==> config.mk <==
export PLATFORM = sky130hd
export DESIGN_NAME = dmc_host
export DESIGN_NICKNAME = d
export VERILOG_FILES = /design/src/dmc_pkg.sv /design/src/dmc_host.sv
export SDC_FILE = /design/constraint.sdc
export NUM_CORES = 1
export LEC_CHECK = 0
export BUFFER_PORTS_ARGS = -buffer_cell sky130_fd_sc_hd__buf_2
export CORE_MARGIN = 4
export CORE_UTILIZATION = 30
export CTS_CLUSTER_SIZE = 10
export DETAILED_ROUTE_END_ITERATION = 8
export GPL_ROUTABILITY_DRIVEN = 0
export MAX_ROUTING_LAYER = met4
export PLACE_DENSITY_LB_ADDON = 0.12
export SYNTH_ARGS = -nofsm -noshare
export SYNTH_HDL_FRONTEND = slang
export SYNTH_SLANG_ARGS = --single-unit
==> constraint.sdc <==
create_clock -name clk -period 2.07 [get_ports clk]
set_clock_uncertainty 0.05 [all_clocks]
set_input_delay 0.207 -clock clk [delete_from_list [all_inputs] [get_ports clk]]
set_output_delay 0.207 -clock clk [all_outputs]
set_load 0.03 [all_outputs]
==> src/dmc_pkg.sv <==
// Functional notes
// - Nine row bits captured on row strobe fall
// - Nine column bits captured on column strobe fall
// - Every row refreshed within each 4 ms
// - Column strobe stays high during refresh
// - Host pulls presence high, presence only
// - Writes may mix into page-mode reads
// - Reads may mix into page-mode writes
// - Late-write output levels are ignored
// - Write-enable high reads, low writes
package dmc_pkg;
    localparam int ADDR_W = 9;
    localparam int DATA_W = 8;
    localparam int WORDS = 262144;
    localparam int ROWS = 256;
    localparam int CLK_MHZ = 125;
    localparam int REFRESH_MS = 4;
    localparam int REFRESH_CYC = (REFRESH_MS * 1000 * CLK_MHZ) / ROWS;
    localparam int RAS_LOW_NS = 150;
    localparam int RAS_LOW_CYC = (RAS_LOW_NS * CLK_MHZ + 999) / 1000;
    localparam int RAS_HIGH_NS = 100;
    localparam int RAS_HIGH_CYC = (RAS_HIGH_NS * CLK_MHZ + 999) / 1000;
    localparam int RCD_NS = 30;
    localparam int RCD_CYC = (RCD_NS * CLK_MHZ + 999) / 1000;
    localparam int CAS_LOW_NS = 75;
    localparam int CAS_LOW_CYC = (CAS_LOW_NS * CLK_MHZ + 999) / 1000;
    localparam int CAS_HIGH_NS = 60;
    localparam int CAS_HIGH_CYC = (CAS_HIGH_NS * CLK_MHZ + 999) / 1000;
    localparam int TMR_W = 12;
    localparam logic [DATA_W-1:0] DATA_RST = 8'h00;

    typedef enum logic [2:0] {
        DMC_IDLE   = 3'b000,
        DMC_ROW    = 3'b001,
        DMC_CASLO  = 3'b011,
        DMC_CASHI  = 3'b010,
        DMC_PRE    = 3'b110,
        DMC_REFROW = 3'b100
    } dmc_state_t;

    typedef struct packed {
        logic              write;
        logic [17:0]       addr;
        logic [DATA_W-1:0] wdata;
    } dmc_req_t;

    typedef struct packed {
        logic              rasN;
        logic              casN;
        logic              weN;
        logic [ADDR_W-1:0] addr;
        logic [DATA_W-1:0] dqOut;
        logic              dqOe;
    } dmc_pins_t;
endpackage

==> src/dmc_host.sv <==
`timescale 1ns/100ps
`default_nettype none
module dmc_host
    import dmc_pkg::*;
#(
    parameter int REFRESH_CYCLES = REFRESH_CYC
) (
    input  wire logic              clk,
    input  wire logic              reset_n,
    input  wire logic              reqValid,
    output logic                   reqReady,
    input  wire dmc_req_t          req,
    output logic                   rdValid,
    output logic [DATA_W-1:0]      rdData,
    output logic                   modulePresent,
    input  wire logic              module_present_n,
    output logic                   rowStrobeN,
    output logic                   colStrobeN,
    output logic                   writeEnableN,
    output logic [ADDR_W-1:0]      addrOut,
    input  wire logic [DATA_W-1:0] shared_data_lines_in,
    output logic [DATA_W-1:0]      shared_data_lines_out,
    output logic                   shared_data_lines_oe
);
    typedef struct packed {
        dmc_state_t        st;
        dmc_pins_t         pins;
        logic [TMR_W-1:0]  tmr;
        logic [31:0]       refTmr;
        logic              refDue;
        logic [7:0]        refRow;
        dmc_req_t          cur;
        logic              rdValid;
        logic [DATA_W-1:0] rdData;
        logic [DATA_W-1:0] dqS1;
        logic [DATA_W-1:0] dqS2;
        logic [1:0]        prs;
    } dmc_st_t;

    dmc_st_t s;
    dmc_st_t next_s;

    function automatic logic [TMR_W-1:0] cyc(input int n);
        cyc = TMR_W'(n - 1);
    endfunction

    assign reqReady = (s.st == DMC_IDLE) && !s.refDue && reset_n;
    assign rowStrobeN = s.pins.rasN;
    assign colStrobeN = s.pins.casN;
    assign writeEnableN = s.pins.weN;
    assign addrOut = s.pins.addr;
    assign shared_data_lines_out = s.pins.dqOut;
    assign shared_data_lines_oe = s.pins.dqOe;
    assign rdValid = s.rdValid;
    assign rdData = s.rdData;
    assign modulePresent = !s.prs[1];

    always_comb begin
        next_s = s;
        next_s.rdValid = 1'b0;
        next_s.dqS1 = shared_data_lines_in;
        next_s.dqS2 = s.dqS1;
        next_s.prs = {s.prs[0], module_present_n};
        if (s.tmr != '0) begin
            next_s.tmr = s.tmr - TMR_W'(1);
        end
        case (s.st)
            DMC_IDLE: begin
                // The row half goes out one cycle before the row strobe falls, so it never races the edge.
                if (s.refDue) begin
                    next_s.refDue = 1'b0;
                    next_s.pins.addr = {1'b0, s.refRow};
                    next_s.tmr = cyc(RAS_LOW_CYC + 1);
                    next_s.st = DMC_REFROW;
                end else if (reqValid) begin
                    next_s.cur = req;
                    next_s.pins.addr = req.addr[17:9];
                    next_s.tmr = cyc(RCD_CYC + 1);
                    next_s.st = DMC_ROW;
                end
            end
            DMC_ROW: begin
                next_s.pins.rasN = 1'b0;
                next_s.pins.weN = !s.cur.write;
                next_s.pins.dqOut = s.cur.wdata;
                next_s.pins.dqOe = s.cur.write;
                if (s.tmr == '0) begin
                    next_s.pins.addr = s.cur.addr[8:0];
                    next_s.st = DMC_CASLO;
                    // The column strobe falls one cycle after this load, hence the extra count.
                    next_s.tmr = cyc(CAS_LOW_CYC + 1);
                end
            end
            DMC_CASLO: begin
                // address set a cycle before fall
                next_s.pins.casN = 1'b0;
                if (s.tmr == '0 && !s.pins.casN) begin
                    if (!s.cur.write) begin
                        next_s.rdData = s.dqS2;
                        next_s.rdValid = 1'b1;
                    end
                    next_s.pins.casN = 1'b1;
                    next_s.tmr = cyc(RAS_LOW_CYC);
                    next_s.st = DMC_CASHI;
                end
            end
            DMC_CASHI: begin
                if (s.tmr == '0) begin
                    next_s.pins.rasN = 1'b1;
                    next_s.pins.weN = 1'b1;
                    next_s.pins.dqOe = 1'b0;
                    next_s.tmr = cyc(RAS_HIGH_CYC);
                    next_s.st = DMC_PRE;
                end
            end
            DMC_REFROW: begin
                next_s.pins.rasN = 1'b0;
                if (s.tmr == '0) begin
                    next_s.pins.rasN = 1'b1;
                    next_s.refRow = s.refRow + 8'h01;
                    next_s.tmr = cyc(RAS_HIGH_CYC);
                    next_s.st = DMC_PRE;
                end
            end
            DMC_PRE: begin
                if (s.tmr == '0) begin
                    next_s.st = DMC_IDLE;
                end
            end
            default: next_s.st = DMC_IDLE;
        endcase
        // The timer sits after the state logic so that a wrap in the cycle of the idle clear keeps a refresh due.
        // periodic row refresh
        if (s.refTmr == 32'(REFRESH_CYCLES - 1)) begin
            next_s.refTmr = 32'h0;
            next_s.refDue = 1'b1;
        end else begin
            next_s.refTmr = s.refTmr + 32'h1;
        end
    end

    always_ff @(posedge clk) begin
        if (!reset_n) begin
            s <= '0;
            s.st <= DMC_IDLE;
            s.pins.rasN <= 1'b1;
            s.pins.casN <= 1'b1;
            s.pins.weN <= 1'b1;
            s.prs <= 2'b11;
        end else begin
            s <= next_s;
        end
    end

    refresh_cas_a: assert property (@(posedge clk) disable iff (!reset_n)
        s.st == DMC_REFROW |-> colStrobeN) else $error("column strobe low in refresh");
    early_write_a: assert property (@(posedge clk) disable iff (!reset_n)
        shared_data_lines_oe |-> !writeEnableN) else $error("data driven in read");
    row_capture_a: assert property (@(posedge clk) disable iff (!reset_n)
        $fell(rowStrobeN) |-> $stable(addrOut)) else $error("row address moved at row strobe fall");
    // column strobe only under row strobe
    col_under_row_a: assert property (@(posedge clk) disable iff (!reset_n)
        !colStrobeN |-> !rowStrobeN) else $error("column without row");
    col_addr_hold_a: assert property (@(posedge clk) disable iff (!reset_n)
        !colStrobeN && $past(!colStrobeN) |-> $stable(addrOut)) else $error("address moved");
    refresh_start_a: assert property (@(posedge clk) disable iff (!reset_n)
        $rose(s.refDue) |-> ##[1:60] s.st == DMC_REFROW) else $error("refresh late");
    read_pulse_a: assert property (@(posedge clk) disable iff (!reset_n)
        rdValid |=> !rdValid) else $error("read valid held");
    // write enable low only with row low
    we_level_a: assert property (@(posedge clk) disable iff (!reset_n)
        !writeEnableN |-> !rowStrobeN) else $error("write enable stray");

    // The counts below assume the 8 ns clock and the package timing constants.
    // column half settled at fall
    col_setup_a: assert property (@(posedge clk) disable iff (!reset_n)
        $fell(colStrobeN) |-> $stable(addrOut)) else $error("column address moved at column strobe fall");
    cas_width_a: assert property (@(posedge clk) disable iff (!reset_n)
        $fell(colStrobeN) |-> !colStrobeN [*8] ##1 !colStrobeN ##1 !colStrobeN)
        else $error("column strobe pulse too short");
    // write enable steady under column strobe
    we_stable_a: assert property (@(posedge clk) disable iff (!reset_n)
        !colStrobeN |-> $stable(writeEnableN)) else $error("write enable moved under column strobe");
    // write data steady under column strobe
    data_hold_a: assert property (@(posedge clk) disable iff (!reset_n)
        !colStrobeN && shared_data_lines_oe |-> $stable(shared_data_lines_out)) else $error("write data moved");
    refresh_addr_a: assert property (@(posedge clk) disable iff (!reset_n)
        $fell(rowStrobeN) && s.st == DMC_REFROW |-> !addrOut[8]) else $error("refresh row out of range");
    read_in_cas_a: assert property (@(posedge clk) disable iff (!reset_n)
        rdValid |-> !$past(colStrobeN)) else $error("read taken without column strobe");
    rd_only_read_a: assert property (@(posedge clk) disable iff (!reset_n)
        rdValid |-> writeEnableN) else $error("read result in write cycle");

    pre_ras_high_a: assert property (@(posedge clk) disable iff (!reset_n)
        s.st == DMC_PRE |-> rowStrobeN && colStrobeN) else $error("strobe low in precharge");
    idle_quiet_a: assert property (@(posedge clk) disable iff (!reset_n)
        s.st == DMC_IDLE |-> rowStrobeN && colStrobeN && writeEnableN && !shared_data_lines_oe)
        else $error("bus not released in idle");
    refresh_no_drive_a: assert property (@(posedge clk) disable iff (!reset_n)
        s.st == DMC_REFROW |-> writeEnableN && !shared_data_lines_oe) else $error("data driven in refresh");
endmodule
`default_nettype wire

==> results by group, run 1 <==
Synthesis
  – Yosys reg bits: 122
  – Largest area contributor in the netlist: dfxtp_1
  – Post-Syn Area: 5677 µm²
  – Net Count, Synth: 713
  – Share of the synthesized area in the top cell type: 43.02%
  – Post-Synthesis Mean Instance Area: 8.498 µm²
  – Most common cell in the netlist: dfxtp_1
  – Top post-synthesis cells by area: dfxtp_1 (43%), nand2_1 (7.1%), mux2i_1 (5.1%)
  – Yosys warnings: 0
  – Async set-reset flop share out of synthesis: 0%
  – Cells after synthesis: 668
  – Primary FF master, synth: dfxtp_1
  – Sequential share of the synthesized area: 43.02%
  – Top cells by count, synth: dfxtp_1 (122), nand2_1 (108), a21oi_1 (50)
  – Synth unique cells: 58
  – EDFF count, synth: 0

Setup path
  – Register-to-Register Path Depth: 6
  – CP required: 2360 ps
  – Max FO, Critical Path: 20
  – Crit Path Class: flop to flop
  – CP arrival: 2300 ps
  – Crit end category: flop
  – Worst setup SP type: flop

Final layout
  – Final Instance Area: 7268 µm²
  – Area delta synth->final: 28.04%
  – Diodes inserted: 0
  – Layout net count: 801
  – Layout Cells excl Fill: 1003
  – Layout cell share with drive strength beyond 1: 22.76%
  – Utilization after layout: 38.99%
  – FILL cells: 1904

Floorplan
  – Die Width: 145.6 µm
  – Initial Util: 30.45%
  – Core area: 18640 µm²
  – Die area: 21190 µm²
  – Row count: 50
  – Die height: 145.6 µm
  – Ports: 71

Worst hold path
  – Worst hold-check path type: input pin to flop
  – WHS Path Cells: 3

Outcome
  – Status: finished, final reports clean

Timing
  – Post-route minimum period: 2013 ps
  – Part of the cycle the worst path needs: 97.23%
  – Worst slew pin tran: 642.7 ps
  – Max Transition Viols Final: 0
  – Fmax: 496.8 MHz
  – Max-slew headroom: 57.06%
  – RSZ-0062 raised after global routing: true
  – Worst Setup Slack, final: 57.30 ps
  – Final setup vio count: 0
  – Final hold violations: 0

Flow run
  – Max-Cap Viols: 0

Global routing
  – Total GRT Usage: 14.05%
  – Grt total ovfl: 0
  – Global-route wire length before repair: 23.94 mm
  – Largest net degree at the start of global routing: 41
  – Initial antenna violation count: 0
  – Vias in the first global route: 4741

Place
  – Hpwl dp: 9.937 mm
  – Port bufs: 70
  – Inst Count DP: 942
  – Pre-CTS setup slack: 18.24 ps
  – Post-placement cell area: 6311 µm²

Detailed routing
  – WL/cell: 14.17 µm
  – First-pass iteration count of the detailed router: 4
  – DRT iter0 DRCs: 238
  – DR vias: 4909
  – Total length of routed wires: 14.21 mm
  – Final routed DRC violation total: 0
  – Vias/cell: 4.894
  – Detail Route Antenna Nets: 0

Clocking
  – Clock Latency Late Sink: 410 ps
  – Bufs on Longest Clock Path: 2
  – CTS tree: yes
  – H-Tree Depth: 4
  – CTS root buf: clkbuf_16
  – CTS buffer count: 17
  – Clk sinks: 122
  – Clk slew on worst S/H paths: 60 ps

Power
  – Total Power: 9.581 mW
  – Peak VDD IR: 0.6486 mV
  – Leak Pwr: 2.799 nW
  – PD cells: 1318 nW/µm²
## layer usage
| layer | up-vias | share of wire, % | global-route usage, % |
|---|---|---|---|
| met1 | 2301 | 48 | 17.64 |
| li1 | 2524 | - | - |
| met3 | 8 | 3.8 | 3.831 |
| met4 | 0 | 0.69 | 3.751 |
| met5 | - | 0 | - |
| met2 | 76 | 48 | 22.41 |
## registers in the layout, indices dropped and copies added, names as in the netlist
register               cells
rowStrobeN                 1
shared_data_lines_out      8
writeEnableN               1
colStrobeN                 1
shared_data_lines_oe       1
next_s                     9
rdData                     8
addrOut                    9
s                         83
rdValid                    1
## worst max-delay path, cell delays in order, from the launching register on
cell and delay (ps):
dfxtp_1 340, ha_2 180, inv_1 50, or4_4 540
buf_12 160, or4_1 460, a21oi_1 150
## layout by cell type (no fill, tap or decap), types with 17 or more instances in the layout
| cell | synthesis | final |
|---|---|---|
| and2_1 | 22 | 22 |
| dlygate4sd3_1 | 0 | 27 |
| mux2i_1 | 29 | 29 |
| clkbuf_16 | 0 | 17 |
| dfxtp_1 | 122 | 118 |
| buf_2 | 5 | 70 |
| nor2_1 | 30 | 30 |
| o21ai_0 | 21 | 19 |
| a21oi_1 | 50 | 49 |
| buf_4 | 27 | 41 |
| nand2_1 | 108 | 108 |
## what timing repair did
action,in CTS,in global routing
hold buffers,27,0
gates resized for setup,2,11
hold endpoints to repair,27,0
pin swaps,0,4
buffers inserted,0,2
setup endpoints to repair,1,11
## cell families (layout without fill, tap and decap cells)
kind of cell    count (synthesis)  after routing  synth area share [%]
simple gates                  273            273                 25.08
xor+xnor                       17             17                 2.623
mux                            30             30                 5.312
compound gates                131            131                 14.72
flops                         122            122                 43.02
fa+ha+maj                       6              6                 1.322
buf+inv                        89            190                 7.913
## metrics by stage
| step | hold slack [ps] | setup TNS [ps] |
|---|---|---|
| finish | 90.94 | 0 |
| global route | 125.1 | -285.3 |
| CTS | 72.49 | 0 |
| detailed placement | 342.5 | 0 |
| global placement | 341.2 | 0 |
| floorplan | 258.5 | 0 |
## power breakdown
group          internal (mW)  switching [mW]
sequential              2.71           0.339
clock                   1.92            1.17
combinational           1.46            2.00
## final timing paths
path,startpoint,end,slack (ps)
setup / recovery,s[64],s[91],60
hold / removal,reset_n,s[92],90
setup reg to reg,s[64],s[91],60
hold reg to reg,next_s[1],s[1],360
## cell type report
| type | count | area [µm²] | share of cell area [%] |
|---|---|---|---|
| Timing Repair Buffer | 140 | 959.7 | 13.20 |
| Tap cell | 234 | 292.8 | 4.028 |
| Inverter | 18 | 70.07 | 0.9640 |
| Multi-Input combinational cell | 457 | 2882 | 39.65 |
| Sequential cell | 122 | 2447 | 33.67 |
| Clock buffer | 17 | 425.4 | 5.853 |
| Clock inverter | 15 | 191.4 | 2.634 |
Power figures use the tool's default switching activity.
==> run 2, diff against run 1 <==
- REMOVE_ABC_BUFFERS: default -> 1
==> results by group, run 2 (synthesis results as in run 1) <==
Setup path
  – Crit end category: flop
  – Max FO, Critical Path: 13 (-35%)
  – CP endpoint: s[61]
  – CP Buf/Inv Count: 4 (+2)
  – Slowest cell on crit path: o311ai_0
  – CP delay by family, top: compound AO/OA/AOI/OAI gates
  – Crit Path Class: flop to flop
  – Worst setup SP type: flop
  – Register-to-Register Path Depth: 9 (+3)
  – Worst reg2reg startpoint: s[95]
  – CP cell instances: inv_2 > ha_4 > nor3b_4 > buf_4 > buf_4 > nand4_1 > buf_4 > o311ai_0 > o41ai_1
  – Critical Path Most Common Cell: buf_4
  – CP startpoint: s[95]
  – CP max stage delay: 410 ps (-130 ps)
  – CP required: 2300 ps (-60 ps)
  – CP arrival: 2290 ps (about the same)
  – Reg2Reg Setup Slack: 5 ps (-50 ps)
  – RR Endpoint: s[61]
  – WP depth: 9 (+3)

Worst hold path
  – Worst hold-check path type: input pin to flop

Place
  – Pre-CTS setup slack: -25.31 ps (-43.55 ps)
  – Hpwl dp: 10.17 mm (+2.3%)
  – Port bufs: 70 (unchanged)

Detailed routing
  – First-pass iteration count of the detailed router: 4 (unchanged)
  – Total length of routed wires: 15.17 mm (+6.8%)
  – DRT iter0 DRCs: 277 (+16%)
  – Final routed DRC violation total: 0 (unchanged)
  – Detail Route Antenna Nets: 0 (unchanged)
  – Vias/cell: 5.012 (+2.4%)
  – DR vias: 5062 (+3.1%)
  – WL/cell: 15.02 µm (+6.0%)

Clocking
  – CTS root buf: clkbuf_16
  – Bufs on Longest Clock Path: 2 (unchanged)
  – CTS buffer count: 17 (unchanged)
  – H-Tree Depth: 4 (unchanged)
  – Clock Latency Late Sink: 420 ps (about the same)
  – CTS tree: yes
  – Clk sinks: 122 (unchanged)
  – Clk slew on worst S/H paths: 60 ps (about the same)

Power
  – Leak Pwr: 2.840 nW (+1.5%)
  – PD cells: 1315 nW/µm² (-0.25%)
  – Peak VDD IR: 0.6247 mV (-3.7%)

Timing
  – Part of the cycle the worst path needs: 99.77% (+2.5 points)
  – RSZ-0062 raised after global routing: true
  – Post-route minimum period: 2065 ps (+52.55 ps)
  – Max Transition Viols Final: 0 (unchanged)
  – Max-slew headroom: 71.43% (+14 points)
  – Final hold violations: 0 (unchanged)
  – Worst slew pin tran: 426.6 ps (-216.0 ps)
  – Worst Setup Slack, final: 4.745 ps (-52.55 ps)
  – Hold WS: 47.77 ps (-43.18 ps)
  – Final setup vio count: 0 (unchanged)
  – Fmax: 484.2 MHz (-2.5%)

Flow run
  – Max-Cap Viols: 0 (unchanged)

Final layout
  – Diodes inserted: 0 (unchanged)
  – Layout cell share with drive strength beyond 1: 23.71% (+0.95 points)
  – Most frequent cells in the layout: dfxtp_1 (115), nand2_1 (108), buf_2 (71)
  – Area delta synth->final: 29.34%
  – Max reg flops: 83 (unchanged)
  – Reg with most FFs: s
  – Layout net count: 808 (+0.87%)
  – Most common cell after layout, fill and taps aside: dfxtp_1
  – Utilization after layout: 39.38% (+0.40 points)

Global routing
  – Total GRT Usage: 14.75% (+0.71 points)
  – Global-route wire length before repair: 24.81 mm (+3.6%)
  – Largest net degree at the start of global routing: 58 (+41%)
  – Grt total ovfl: 0 (unchanged)
  – Initial antenna violation count: 0 (unchanged)
  – Vias in the first global route: 5011 (+5.7%)

Floorplan
  – Die Width: 145.6 µm (unchanged)
  – Row count: 50 (unchanged)
  – Die height: 145.6 µm (unchanged)
  – Ports: 71 (unchanged)
  – Initial Util: 30.45% (unchanged)
  – Die area: 21190 µm² (unchanged)
  – Core area: 18640 µm² (unchanged)

Outcome
  – Status: finished, final reports clean
[run 2: tightest hold or removal path, stage by stage]
cell     delay (ps)
buf_2           100
nand2_1          90
a21oi_1          70
[run 2: layer usage]
metal	routed length (µm)	global-route usage (%)
met5	0	-
met4	140	5.271
met3	490	3.270
met2	7464	24.05
met1	7072	18.04
[run 2: per-stage QoR]
step                power, mW  instances  area [µm²]  TNS, ps
CTS                     9.477       1005        7221        0
global route            10.23       1010        7342   -470.1
floorplan               5.053        597        5295   -34820
finish                  9.655       1010        7342        0
global placement        6.318        946        6332        0
detailed placement      6.370        946        6332   -75.17
[run 2: area by class of cell]
cell class                      instances  area, µm²
Fill cell                            1905      11300
Multi-Input combinational cell        457       2870
Sequential cell                       122       2456
Timing Repair Buffer                  147       1056
Clock buffer                           17      425.4
Tap cell                              234      292.8
Clock inverter                         15      171.4
Inverter                               18      70.07
[run 2: report_power, final]
| part | leakage (nW) | total (mW) | switching [mW] | internal, mW |
|---|---|---|---|---|
| clock | 0.292 | 2.97 | 1.25 | 1.72 |
| combinational | 1.55 | 3.67 | 2.07 | 1.60 |
| sequential | 0.997 | 3.01 | 0.297 | 2.71 |
[run 2: worst min path at each step]
stage	start	end	slack (ps)	cells after the start
floorplan	reset_n	writeEnableN	230	1
global placement	next_s[1]	s[1]	340	1
detailed placement	module_present_n	next_s[1]	350	2
CTS	req[26]	s[53]	30	3
global route	req[26]	s[53]	30	3
finish	req[26]	s[53]	50	3
[run 2: timing repair]
action                                 CTS  global route
setup endpoints to repair               11            23
endpoints found under the hold margin   26             0
pin swaps                                1             5
setup buffers                            0             4
gates cloned                             1             2
hold buffers                            26             0
gates resized for setup                  9            24
==> run 3, diff against run 2 <==
- SETUP_SLACK_MARGIN: default -> 0.2
==> results by group, run 3 (synthesis results as in run 1) <==
Final layout
  – Layout Cells excl Fill: 1039 (+2.9%)
  – Area delta synth->final: 39.48%
  – Most common cell after layout, fill and taps aside: dfxtp_1
  – Most frequent cells in the layout: dfxtp_1 (108), nand2_1 (105), buf_2 (70)
  – Max reg flops: 83 (unchanged)
  – Layout cell share with drive strength beyond 1: 32.17% (+8.5 points)
  – Diodes inserted: 0 (unchanged)
  – FILL cells: 1868 (-1.9%)
  – Layout net count: 837 (+3.6%)
  – Reg with most FFs: s

Setup path
  – Crit Path Class: flop to flop
  – Slowest cell on crit path: or4_4
  – CP delay by family, top: simple AND/OR/NAND/NOR gates
  – CP endpoint: s[77]
  – Register-to-Register Path Depth: 7 (-2)
  – CP cell instances: ha_4 > inv_2 > or4_4 > buf_6 > buf_6 > or3_1 > a21oi_1
  – Worst setup SP type: flop
  – WP depth: 7 (-2)
  – Worst reg2reg startpoint: s[64]
  – Reg2Reg Setup Slack: 130 ps (+130 ps)
  – Max FO, Critical Path: 8 (-5)
  – CP startpoint: s[64]
  – CP max stage delay: 540 ps (+130 ps)
  – Crit end category: flop
  – CP Buf/Inv Count: 3 (-1)
  – CP arrival: 2250 ps (-40 ps)
  – RR Endpoint: s[77]
  – CP required: 2380 ps (+80 ps)
  – Critical Path Most Common Cell: buf_6

Clocking
  – Clock Latency Late Sink: 420 ps (about the same)
  – CTS root buf: clkbuf_16
  – Bufs on Longest Clock Path: 2 (unchanged)
  – CTS buffer count: 17 (unchanged)
  – Clk slew on worst S/H paths: 70 ps (about the same)
  – CTS tree: yes
  – H-Tree Depth: 4 (unchanged)
  – Clk sinks: 122 (unchanged)

Timing
  – Fmax: 516.2 MHz (+6.6%)
  – Part of the cycle the worst path needs: 93.59% (-6.2 points)
  – Max-slew headroom: 71.67% (+0.24 points)
  – Max Transition Viols Final: 0 (unchanged)
  – Final setup vio count: 0 (unchanged)
  – Hold WS: 52.22 ps (+4.451 ps)
  – Worst slew pin tran: 423.0 ps (-3.595 ps)
  – Final hold violations: 0 (unchanged)
  – Post-route minimum period: 1937 ps (-128.0 ps)
  – RSZ-0062 raised after global routing: true
  – Worst Setup Slack, final: 132.8 ps (+128.0 ps)
  – TNS Setup: 0 ps (unchanged)

Floorplan
  – Row count: 50 (unchanged)
  – Die area: 21190 µm² (unchanged)
  – Die Width: 145.6 µm (unchanged)
  – Ports: 71 (unchanged)
  – Die height: 145.6 µm (unchanged)
  – Core area: 18640 µm² (unchanged)
  – Initial Util: 30.45% (unchanged)

Global routing
  – Initial antenna violation count: 0 (unchanged)
  – Grt total ovfl: 0 (unchanged)
  – Largest net degree at the start of global routing: 58 (unchanged)
  – Total GRT Usage: 15.53% (+0.77 points)
  – Vias in the first global route: 5196 (+3.7%)
  – Global-route wire length before repair: 26.10 mm (+5.2%)

Power
  – PD cells: 1295 nW/µm² (-1.5%)
  – Peak VDD IR: 0.6197 mV (-0.81%)
  – Total Power: 10.25 mW (+6.2%)
  – Leak Pwr: 3.092 nW (+8.9%)

Place
  – Port bufs: 70 (unchanged)
  – Hpwl dp: 10.17 mm (unchanged)
  – Inst Count DP: 946 (unchanged)
  – Pre-CTS setup slack: -25.31 ps (unchanged)

Detailed routing
  – First-pass iteration count of the detailed router: 4 (unchanged)
  – Vias/cell: 5.057 (+0.90%)
  – Total length of routed wires: 16.32 mm (+7.6%)
  – Detail Route Antenna Nets: 0 (unchanged)
  – DRT iter0 DRCs: 302 (+9.0%)
  – WL/cell: 15.71 µm (+4.6%)
  – DR vias: 5254 (+3.8%)
  – Final routed DRC violation total: 0 (unchanged)

Outcome
  – Status: finished, final reports clean

Flow run
  – Max-Cap Viols: 0 (unchanged)

Worst hold path
  – WHS Path Cells: 3 (unchanged)
  – Worst hold-check path type: input pin to flop
run 3: cell count changes in the layout (fill, tap and decap cells not counted), sizes merged:
cell and delta:
buf +25, clkbuf +2, or4 +2
run 3: worst register-to-register path, cell delays in order (launching register included):
cell and delay, ps:
dfxtp_2 370, ha_4 150, inv_2 30, or4_4 540, buf_6 160, buf_6 110
or3_1 340, a21oi_1 120
run 3: how the worst min path moves through the flow:
stage | startpoint | end
floorplan | reset_n | writeEnableN
global placement | next_s[1] | s[1]
detailed placement | module_present_n | next_s[1]
CTS | req[26] | s[53]
global route | req[26] | s[53]
finish | req[26] | s[53]
run 3: what timing repair did:
action | CTS | global route
gates resized for setup | 52 | 63
pin swaps | 17 | 22
cloned | 4 | 4
hold endpoints to repair | 26 | 0
setup buffers | 15 | 12
setup endpoints to repair | 44 | 59
hold buffers | 26 | 0
run 3: power by group:
part | leakage [nW] | switching (mW) | internal, mW
Sequential | 1.00 | 0.295 | 2.72
Clock | 0.292 | 1.26 | 1.72
Combinational | 1.80 | 2.26 | 2.00
run 3: per-layer routing:
| layer | vias up | track usage, % | share of wire (%) |
|---|---|---|---|
| li1 | 2608 | - | - |
| met1 | 2545 | 18.99 | 46 |
| met2 | 86 | 25.43 | 49 |
| met3 | 15 | 3.550 | 3.3 |
| met4 | 0 | 5.128 | 0.94 |
| met5 | - | - | 0 |
run 3: metrics by stage:
stage	utilization [%]	cell area, µm²
after floorplan	-	5295
after global placement	33.97	6332
after detailed placement	33.97	6332
after CTS	40.45	7541
after global routing	42.47	7918
final	42.47	7918
run 3: area by class of cell:
cell class | count | area, µm² | share of cell area (%)
clock buffers | 17 | 425.4 | 5.373
well taps | 234 | 292.8 | 3.698
inverters | 18 | 72.57 | 0.9166
repair buffers | 174 | 1358 | 17.15
clock inverters | 15 | 171.4 | 2.165
flip-flops and latches | 122 | 2470 | 31.19
multi-input cells | 459 | 3128 | 39.51
